**config.mk**
```make
export PLATFORM = sky130hd
export DESIGN_NAME = pio_ports
export DESIGN_NICKNAME = d
export VERILOG_FILES = /design/src/shared/pio_pkg.sv /design/src/hw/pio_sync.sv /design/src/hw/pio_ports.sv
export SDC_FILE = /design/constraint.sdc
export NUM_CORES = 1
export LEC_CHECK = 0
export BUFFER_PORTS_ARGS = -buffer_cell sky130_fd_sc_hd__buf_2
export CORE_ASPECT_RATIO = 2
export CORE_MARGIN = 2
export CORE_UTILIZATION = 30
export DETAILED_ROUTE_END_ITERATION = 10
export GPL_TIMING_DRIVEN = 0
export PLACE_DENSITY = 0.56
export SYNTH_ARGS = -nofsm -noshare
export SYNTH_HDL_FRONTEND = slang
export SYNTH_SLANG_ARGS = --single-unit
export TNS_END_PERCENT = 20
```
**constraint.sdc**
```tcl
create_clock -name ref_clk -period 4.2 [get_ports ref_clk]
set_clock_uncertainty 0.15 [all_clocks]
set_input_delay 0.84 -clock ref_clk [delete_from_list [all_inputs] [get_ports ref_clk]]
set_output_delay 0.84 -clock ref_clk [all_outputs]
set_load 0.05 [all_outputs]
```
**src/shared/pio_pkg.sv**
```systemverilog
// Purpose: Constants for the programmable I/O port bank
// Assumes: Eleven byte-wide ports, some with unbonded bits
// Notes: Bit n of a flat vector is port n/8, bit n%8
package pio_pkg;
  localparam int PIO_NUM_PORTS = 11;
  localparam int PIO_PORT_W = 8;
  localparam int PIO_TOTAL_W = PIO_NUM_PORTS * PIO_PORT_W;
  localparam int PIO_PU_GROUP = 4;
  localparam int PIO_PU_GROUPS = PIO_TOTAL_W / PIO_PU_GROUP;
  localparam int PIO_IDX_W = 4;
  localparam logic [PIO_IDX_W-1:0] PIO_PORT_ONE = 4'h1;
  localparam logic [PIO_IDX_W-1:0] PIO_PORT_FIVE = 4'h5;
  localparam logic [PIO_IDX_W-1:0] PIO_PORT_NINE = 4'h9;
  localparam logic [PIO_IDX_W-1:0] PIO_PORT_LAST = 4'hA;
  localparam logic [PIO_PORT_W-1:0] PIO_RD_NONE = 8'h00;
  localparam logic [PIO_PORT_W-1:0] PIO_DIR_RESET = 8'h00;
  localparam logic [PIO_PORT_W-1:0] PIO_LAT_RESET = 8'h00;
  // Bonded pins per port, port 10 in the top byte; 78 in total
  localparam logic [PIO_TOTAL_W-1:0] PIO_PIN_MASK = {
    8'hFF, 8'h1F, 8'hCC, 8'hFF, 8'h8F,
    8'hFF, 8'hFF, 8'hFF, 8'hFF, 8'hFF, 8'hFF};
endpackage : pio_pkg

```
**src/hw/pio_sync.sv**
```systemverilog
// Purpose: Three-stage pin synchroniser with agreement filter
// Assumes: Inputs asynchronous to ref_clk
// Notes: Level moves only when stages two and three agree
`timescale 1ns/1ps
module pio_sync #(
  parameter int WIDTH = 8
) (
  // Clock and reset
  input wire logic ref_clk,
  input wire logic rst_b,
  // Pins
  input wire logic [WIDTH-1:0] async_in,
  output logic [WIDTH-1:0] level_q
);
  logic [WIDTH-1:0] s1_q;
  logic [WIDTH-1:0] s2_q;
  logic [WIDTH-1:0] s3_q;
  logic [WIDTH-1:0] level_d;

  always_comb begin
    level_d = level_q;
    for (int i = 0; i < WIDTH; i++) begin
      if (s2_q[i] == s3_q[i]) begin
        level_d[i] = s3_q[i];
      end
    end
  end

  // First stage feeds only the second, to keep metastability contained
  always_ff @(posedge ref_clk or negedge rst_b) begin
    if (!rst_b) begin
      s1_q <= '0;
      s2_q <= '0;
      s3_q <= '0;
      level_q <= '0;
    end else begin
      s1_q <= async_in;
      s2_q <= s1_q;
      s3_q <= s2_q;
      level_q <= level_d;
    end
  end
endmodule : pio_sync

```
**src/hw/pio_ports.sv**
```systemverilog
// Purpose: Bank of programmable I/O ports with pull-up control
// Assumes: Single ref_clk domain; registers reached through plain ports
// Notes: Pin outputs change one cycle after the access that causes them
`timescale 1ns/1ps
//
// Contract
// - Seventy-eight pins, each with its own direction bit
// - Direction bits map one to one onto pins
// - Peripheral outputs drive regardless of direction bit
// - Port nine direction writes need protection permission
// - Output pin reads return the latch
// - Input pin reads return sampled pin level
// - Output pin writes update latch and drive
// - Input pin writes update latch, pin floats
// - Pull-ups enabled per group of four bits
// - Pull-up only connected while pin is input
// - Expansion modes disable pull-ups of ports zero-five
// - Port-control bit forces port one latch reads
// - Port one selection valid only in listed modes
module pio_ports import pio_pkg::*; (
  // Clock and reset
  input wire logic ref_clk,
  input wire logic rst_b,
  // Register access
  input wire logic [PIO_IDX_W-1:0] acc_sel,
  input wire logic acc_wr_dir,
  input wire logic acc_wr_latch,
  input wire logic [PIO_PORT_W-1:0] acc_wdata,
  input wire logic [PIO_IDX_W-1:0] rd_sel,
  output logic [PIO_PORT_W-1:0] rd_data_q,
  // Configuration
  input wire logic dir9_write_permit,
  input wire logic [PIO_PU_GROUPS-1:0] pull_group_en,
  input wire logic mem_expansion_mode,
  input wire logic microprocessor_mode,
  input wire logic ext_bus_8bit,
  input wire logic port_one_mux_port,
  input wire logic port_one_latch_read,
  // Built-in peripheral outputs (converter excluded)
  input wire logic [PIO_TOTAL_W-1:0] periph_out_en,
  input wire logic [PIO_TOTAL_W-1:0] periph_out_val,
  // Pins
  input wire logic [PIO_TOTAL_W-1:0] pin_in,
  output logic [PIO_TOTAL_W-1:0] pin_out_q,
  output logic [PIO_TOTAL_W-1:0] pin_oe_q,
  output logic [PIO_TOTAL_W-1:0] pin_pull_q
);

  ////////////////////////////////////////////////////////////////////////
  function automatic logic [PIO_PORT_W-1:0] port_slice(
    input logic [PIO_TOTAL_W-1:0] vec,
    input logic [PIO_IDX_W-1:0] idx
  );
    logic [PIO_PORT_W-1:0] res;
    res = PIO_RD_NONE;
    for (int p = 0; p < PIO_NUM_PORTS; p++) begin
      if (idx == PIO_IDX_W'(p)) begin
        res = vec[p*PIO_PORT_W +: PIO_PORT_W];
      end
    end
    return res;
  endfunction : port_slice

  ////////////////////////////////////////////////////////////////////////
  logic [PIO_TOTAL_W-1:0] dir_q;
  logic [PIO_TOTAL_W-1:0] dir_d;
  logic [PIO_TOTAL_W-1:0] lat_q;
  logic [PIO_TOTAL_W-1:0] lat_d;
  logic [PIO_TOTAL_W-1:0] pin_out_d;
  logic [PIO_TOTAL_W-1:0] pin_oe_d;
  logic [PIO_TOTAL_W-1:0] pin_pull_d;
  logic [PIO_PORT_W-1:0] rd_data_d;
  logic [PIO_TOTAL_W-1:0] pin_level;
  logic ext_mode;
  logic p1_select_valid;

  pio_sync #(
    .WIDTH(PIO_TOTAL_W)
  ) u_sync (
    .ref_clk(ref_clk),
    .rst_b(rst_b),
    .async_in(pin_in),
    .level_q(pin_level)
  );

  assign ext_mode = mem_expansion_mode | microprocessor_mode;
  assign p1_select_valid = (ext_mode & ext_bus_8bit) | port_one_mux_port;

  ////////////////////////////////////////////////////////////////////////
  // Direction and latch registers
  always_comb begin
    dir_d = dir_q;
    lat_d = lat_q;
    for (int p = 0; p < PIO_NUM_PORTS; p++) begin
      if (acc_sel == PIO_IDX_W'(p)) begin
        // Unbonded bits stay zero
        if (acc_wr_dir &&
            (acc_sel != PIO_PORT_NINE || dir9_write_permit)) begin
          dir_d[p*PIO_PORT_W +: PIO_PORT_W] = acc_wdata &
            PIO_PIN_MASK[p*PIO_PORT_W +: PIO_PORT_W];
        end
        // Latch takes writes in either direction
        if (acc_wr_latch) begin
          lat_d[p*PIO_PORT_W +: PIO_PORT_W] = acc_wdata &
            PIO_PIN_MASK[p*PIO_PORT_W +: PIO_PORT_W];
        end
      end
    end
  end

  always_ff @(posedge ref_clk or negedge rst_b) begin
    if (!rst_b) begin
      dir_q <= {PIO_NUM_PORTS{PIO_DIR_RESET}};
      lat_q <= {PIO_NUM_PORTS{PIO_LAT_RESET}};
    end else begin
      dir_q <= dir_d;
      lat_q <= lat_d;
    end
  end

  ////////////////////////////////////////////////////////////////////////
  // Pin drivers and pull-ups
  always_comb begin
    pin_oe_d = (dir_d | periph_out_en) & PIO_PIN_MASK;
    pin_out_d = ((periph_out_en & periph_out_val) |
                 (~periph_out_en & lat_d)) & PIO_PIN_MASK;
    pin_pull_d = '0;
    for (int b = 0; b < PIO_TOTAL_W; b++) begin
      if (pull_group_en[b / PIO_PU_GROUP] && !pin_oe_d[b] &&
          PIO_PIN_MASK[b] &&
          !(ext_mode &&
            (b / PIO_PORT_W) <= int'(PIO_PORT_FIVE))) begin
        pin_pull_d[b] = 1'b1;
      end
    end
  end

  always_ff @(posedge ref_clk or negedge rst_b) begin
    if (!rst_b) begin
      pin_oe_q <= '0;
      pin_out_q <= '0;
      pin_pull_q <= '0;
    end else begin
      pin_oe_q <= pin_oe_d;
      pin_out_q <= pin_out_d;
      pin_pull_q <= pin_pull_d;
    end
  end

  ////////////////////////////////////////////////////////////////////////
  // Read path; the answer shows one cycle after rd_sel
  always_comb begin
    logic [PIO_PORT_W-1:0] dsel;
    logic [PIO_PORT_W-1:0] lsel;
    logic [PIO_PORT_W-1:0] psel;
    dsel = port_slice(dir_q, rd_sel);
    lsel = port_slice(lat_q, rd_sel);
    psel = port_slice(pin_level, rd_sel);
    rd_data_d = (dsel & lsel) | (~dsel & psel);
    if (rd_sel == PIO_PORT_ONE && port_one_latch_read &&
        p1_select_valid) begin
      rd_data_d = lsel;
    end
  end

  always_ff @(posedge ref_clk or negedge rst_b) begin
    if (!rst_b) begin
      rd_data_q <= PIO_RD_NONE;
    end else begin
      rd_data_q <= rd_data_d;
    end
  end

  ////////////////////////////////////////////////////////////////////////
  AST_DIR9_LOCKED: assert property (
    @(posedge ref_clk) disable iff (!rst_b)
    (acc_wr_dir && acc_sel == PIO_PORT_NINE && !dir9_write_permit)
    |=> $stable(dir_q[9*PIO_PORT_W +: PIO_PORT_W]))
    else $error("Port nine direction changed without permit");

  AST_DIR9_OPEN: assert property (
    @(posedge ref_clk) disable iff (!rst_b)
    (acc_wr_dir && acc_sel == PIO_PORT_NINE && dir9_write_permit)
    |=> dir_q[9*PIO_PORT_W +: PIO_PORT_W] ==
        ($past(acc_wdata) & PIO_PIN_MASK[9*PIO_PORT_W +: PIO_PORT_W]))
    else $error("Permitted port nine direction write lost");

  AST_OE_FOLLOWS_DIR: assert property (
    @(posedge ref_clk) disable iff (!rst_b)
    ##1 pin_oe_q == (($past(dir_d) | $past(periph_out_en)) & PIO_PIN_MASK))
    else $error("Output enable does not follow direction");

  AST_PERIPH_DRIVES: assert property (
    @(posedge ref_clk) disable iff (!rst_b)
    periph_out_en[0]
    |=> pin_oe_q[0] && pin_out_q[0] == $past(periph_out_val[0]))
    else $error("Peripheral output not driven");

  AST_INPUT_FLOATS: assert property (
    @(posedge ref_clk) disable iff (!rst_b)
    (acc_wr_latch && acc_sel == PIO_PORT_LAST && dir_d[80] == 1'b0 &&
     !periph_out_en[80]) |=> !pin_oe_q[80])
    else $error("Input pin driven after latch write");

  AST_READ_OUTPUT: assert property (
    @(posedge ref_clk) disable iff (!rst_b)
    (rd_sel == PIO_PORT_LAST && dir_q[80])
    |=> rd_data_q[0] == $past(lat_q[80]))
    else $error("Output pin read did not return latch");

  AST_READ_INPUT: assert property (
    @(posedge ref_clk) disable iff (!rst_b)
    (rd_sel == PIO_PORT_LAST && !dir_q[80])
    |=> rd_data_q[0] == $past(pin_level[80]))
    else $error("Input pin read did not return pin level");

  AST_PULL_OFF_OUTPUT: assert property (
    @(posedge ref_clk) disable iff (!rst_b)
    (pin_oe_q & pin_pull_q) == '0)
    else $error("Pull-up connected on driven pin");

  AST_PULL_EXT_MODE: assert property (
    @(posedge ref_clk) disable iff (!rst_b)
    ext_mode |=> pin_pull_q[47:0] == '0)
    else $error("Pull-up active on ports zero to five in expansion mode");

  AST_PORT_ONE_LATCH: assert property (
    @(posedge ref_clk) disable iff (!rst_b)
    (rd_sel == PIO_PORT_ONE && port_one_latch_read && p1_select_valid)
    |=> rd_data_q == $past(lat_q[15:8]))
    else $error("Port one latch read selection ignored");

  AST_RESET_INPUT: assert property (
    @(posedge ref_clk)
    !rst_b |=> pin_oe_q == '0 || !rst_b || $past(periph_out_en) != '0 ||
               $past(dir_q) != '0)
    else $error("Pin driven straight after reset");

  ////////////////////////////////////////////////////////////////////////
  // Unbonded-bit check on the whole bank, then checks on the top port; its byte is fully bonded, so no mask games
  localparam int TOP_LO = int'(PIO_PORT_LAST) * PIO_PORT_W;

  AST_UNBONDED_QUIET: assert property (
    @(posedge ref_clk) disable iff (!rst_b)
    ((pin_oe_q | pin_out_q | pin_pull_q) & ~PIO_PIN_MASK) == '0)
    else $error("Unbonded bit drives or pulls");

  AST_DIR_WRITE: assert property (
    @(posedge ref_clk) disable iff (!rst_b)
    (acc_wr_dir && acc_sel == PIO_PORT_LAST)
    |=> dir_q[TOP_LO +: PIO_PORT_W] == $past(acc_wdata))
    else $error("Direction write did not land");

  AST_LATCH_WRITE: assert property (
    @(posedge ref_clk) disable iff (!rst_b)
    (acc_wr_latch && acc_sel == PIO_PORT_LAST)
    |=> lat_q[TOP_LO +: PIO_PORT_W] == $past(acc_wdata))
    else $error("Latch write did not land");

  AST_OUT_FOLLOWS_LATCH: assert property (
    @(posedge ref_clk) disable iff (!rst_b)
    (dir_d[TOP_LO] && !periph_out_en[TOP_LO])
    |=> pin_oe_q[TOP_LO] && pin_out_q[TOP_LO] == $past(lat_d[TOP_LO]))
    else $error("Output pin does not show latch");

  AST_PULL_GROUP_OFF: assert property (
    @(posedge ref_clk) disable iff (!rst_b)
    !pull_group_en[PIO_PU_GROUPS-1]
    |=> pin_pull_q[PIO_TOTAL_W-1 -: PIO_PU_GROUP] == '0)
    else $error("Pull-up on while its group is off");

  // Outside the listed modes the control bit must not hide the pin
  AST_PORT_ONE_PIN: assert property (
    @(posedge ref_clk) disable iff (!rst_b)
    (rd_sel == PIO_PORT_ONE && !p1_select_valid && !dir_q[PIO_PORT_W])
    |=> rd_data_q[0] == $past(pin_level[PIO_PORT_W]))
    else $error("Port one read ignored pin outside listed modes");
endmodule : pio_ports

```
==> results_dict.tcl <==
set metrics [dict create \
    ys_types 68 \
    cts_tree "built" \
    fin_crit_ps 3330 \
    crit_top_cell "buf_4" \
    fillers 8728 \
    fmax_mhz 300 \
    p_clk_share_pct 36.2 \
    grt_pass1_wl_um 139000 \
    yosysWarnings 0 \
    cp-start-kind "primary input" \
    crit_type "in -> reg" \
    ant_nets 0 \
    fp.dieW_um 217 \
    clock_path_buffers 3 \
    syn_inst 1819 \
    outcome "finished, final reports clean" \
    drive_gt1_share_pct 39.0 \
    finalSetupTns_ps 0 \
    core_area_um2 90200 \
    ys_seq_elements 770 \
    cp-end-kind "flip-flop" \
    overflow 0 \
    arrival_ps 3680 \
    antenna_found_initial 12 \
    p_comb_share_pct 18.0 \
    seq_power_share_pct 45.8 \
    area_growth_pct 25.2 \
    rows 156 \
    p_leak_nw 15.9 \
    nets 2765 \
    wl_um 98800 \
    initialDrtViolationCount 1131 \
    tightest_slew_ps 1290 \
    globalplace.congestion 0.914 \
    cts_sinks 770 \
    slowest_delay_ps 770 \
    synth_edf_count 0 \
    path_max_fanout 10 \
    place_inst 3562 \
    yosysSeqAreaShare_pct 70.7 \
    synth_area_per_cell_um2 15.0 \
    drt_pass1_iterations 5 \
    dp_hpwl_um 75800 \
    post_cts_buffers 0 \
    grt_start_max_net_pins 135 \
    p_sw_w 0.00585 \
    ctsHtreeMaxLevel 3 \
    die_h_um 430 \
    p_int_w 0.0132 \
    rsz0062_at_grt "false" \
    period_share_pct 79.4 \
    slew_viol_final 0 \
    pin_count 584 \
    final_cells 3701 \
    numCtsBuffers 73 \
    dr_total_vias 17013 \
    peakVddDrop_mv 0.370 \
    die_area_um2 93400 \
    critPathSlowestCell "a21oi_1" \
    max_cap_violations 0 \
    setup_viol 0 \
    insertion_delay_ps 660 \
    p_per_area_nw_per_um2 557 \
    grtUsageTotal_pct 21.3 \
    ys.flop_type "dfrtp_1" \
    hold_violations 0 \
    syn-cell-area_um2 27300 \
    sw_frac_of_total_pct 30.8 \
    port_buffers 523 \
    start_util_pct 30.2 \
    path_clk_slew_ps 70 \
    drc 0 \
    vias_per_cell 4.60 \
    wl_per_cell_um 26.7 \
    cp_data_required_time_ps 4540 \
    maxSlewHeadroom_pct 14.0 \
    grt_pass1_vias 18570 \
    async_flop_share_pct 100 \
    cp_cell_sequence "buf_2, buf_6, buf_4, buf_4, a21oi_1, nand2_1, a222oi_1, o31a_1, mux2i_1" \
    hp-class "in -> reg" \
    cts-root-buf "clkbuf_16" \
]
power by group through the flow:
stage | clock, W | combinational [W] | sequential [W]
floorplan | 0 | 0.00112 | 0.00961
global placement | 0 | 0.00343 | 0.00883
detailed placement | 0 | 0.00348 | 0.00883
CTS | 0.00711 | 0.00349 | 0.00870
global route | 0.00740 | 0.00361 | 0.00877
finish | 0.00688 | 0.00343 | 0.00870
final cells by class:
| cell class | count | area (µm²) | area share, % |
|---|---|---|---|
| inverter | 44 | 165 | 0.484 |
| timing repair buffer | 530 | 2800 | 8.21 |
| antenna | 9 | 22.5 | 0.0660 |
| multi-input combinational | 941 | 7380 | 21.6 |
| buffer | 93 | 558 | 1.64 |
| clock buffer | 89 | 1960 | 5.74 |
| sequential | 770 | 19300 | 56.5 |
| clock inverter | 40 | 488 | 1.43 |
| tap | 1185 | 1480 | 4.35 |
cell families (layout without fill, tap and decap cells):
kind of cell / after synthesis / count (layout) / share of synthesized area [%]
and+or+nand+nor: 345 / 345 / 6.47
buffers and inverters: 137 / 796 / 2.65
other: 1 / 39 / 0.0138
DFF: 770 / 770 / 70.7
adders and majority gates: 88 / 88 / 3.23
muxes: 299 / 299 / 12.6
AOI/OAI and AO/OA: 179 / 179 / 4.32
per-stage QoR:
| stage | total power (W) | worst slack [ps] | hold WS [ps] | utilization [%] | area [µm²] |
|---|---|---|---|---|---|
| 2_1_floorplan | 0.0107 | 1650 | 181 | - | 27400 |
| 3_3_place_gp | 0.0123 | -13750 | 187 | 34.9 | 31500 |
| 3_5_place_dp | 0.0123 | 341 | 185 | 35.1 | 31600 |
| 4_1_cts | 0.0193 | 1040 | 68.3 | 37.8 | 34100 |
| 5_1_grt | 0.0198 | 887 | 99.1 | 37.8 | 34100 |
| 6_report | 0.0190 | 867 | 136 | 37.8 | 34100 |
timing repair:
| item | 4_1_cts | 5_1_grt |
|---|---|---|
| endpoints found under the hold margin | 53 | 0 |
| gates resized for setup | 0 | 0 |
| hold buffers | 1 | 0 |
flip-flops by register name (all words and copies together), names as in the netlist, 88 cells and up, named ones only:
register        cells
u_sync.s3_q        88
u_sync.s2_q        88
u_sync.level_q     88
u_sync.s1_q        88
routing by layer:
layer  wire, µm  vias up  track usage (%)
li1           -     7457                -
met1      36200     8684             23.5
met2      52900      721             39.4
met3       5150      147             3.59
met4       4480        4             9.85
met5         27        -                0
synthesized netlist by cell type, types with 6 or more instances:
| cell type | n | share of area (%) |
|---|---|---|
| maj3_1 | 88 | 3.2 |
| nand2_1 | 53 | 0.73 |
| mux2i_1 | 66 | 2.4 |
| nor2_2 | 6 | 0.14 |
| mux4_2 | 14 | 1.2 |
| a22oi_1 | 9 | 0.25 |
| nor2_1 | 118 | 1.6 |
| or2_2 | 17 | 0.39 |
| a21oi_1 | 60 | 1.1 |
| mux2_2 | 217 | 9.0 |
| o21ai_0 | 26 | 0.48 |
| nor3_1 | 7 | 0.13 |
| o22ai_1 | 19 | 0.44 |
| clkbuf_1 | 33 | 0.45 |
| dfrtp_1 | 770 | 71 |
| buf_2 | 13 | 0.24 |
| or2_1 | 33 | 0.76 |
| nand2b_1 | 40 | 0.92 |
| and3_1 | 6 | 0.14 |
| buf_4 | 41 | 1.1 |
| nand3_1 | 9 | 0.17 |
| inv_1 | 42 | 0.58 |
| nor2b_1 | 24 | 0.55 |
| a211oi_1 | 8 | 0.22 |
| and2_1 | 8 | 0.18 |
worst max-delay path, delay by kind of cell:
family | cells | cell delay [ps]
AOI/OAI and AO/OA | 3 | 1690
buffers and inverters | 4 | 840
muxes | 1 | 100
and+or+nand+nor | 1 | 160
worst paths after layout:
path	from	endpoint	slack, ps	cells after the start
hold / removal	pin_in[71]	u_sync.s1_q[71]	140	1
max in group asynchronous	rst_b	u_sync.s3_q[3]	1210	5
hold reg to reg	u_sync.s1_q[0]	u_sync.s2_q[0]	190	0
setup reg to reg	dir_q[28]	rd_data_q[4]	1430	6
min in group asynchronous	rst_b	pin_out_q[56]	550	2
setup / recovery	rd_sel[0]	rd_data_q[7]	870	9
cells in the final DEF (no fill, tap or decap), drive strengths merged, types with 6 or more instances in the layout:
master,count
a211oi,9
a21oi,60
a22oi,9
and2,8
and3,6
buf,588
bufinv,9
clkbuf,123
clkinv,17
clkinvlp,7
conb,30
dfrtp,770
diode,9
inv,51
maj3,88
mux2,219
mux2i,66
mux4,14
nand2,53
nand2b,40
nand3,10
nor2,125
nor2b,25
nor3,11
o21ai,31
o22ai,19
or2,51
No activity file was read; power rests on OpenSTA's default activity.
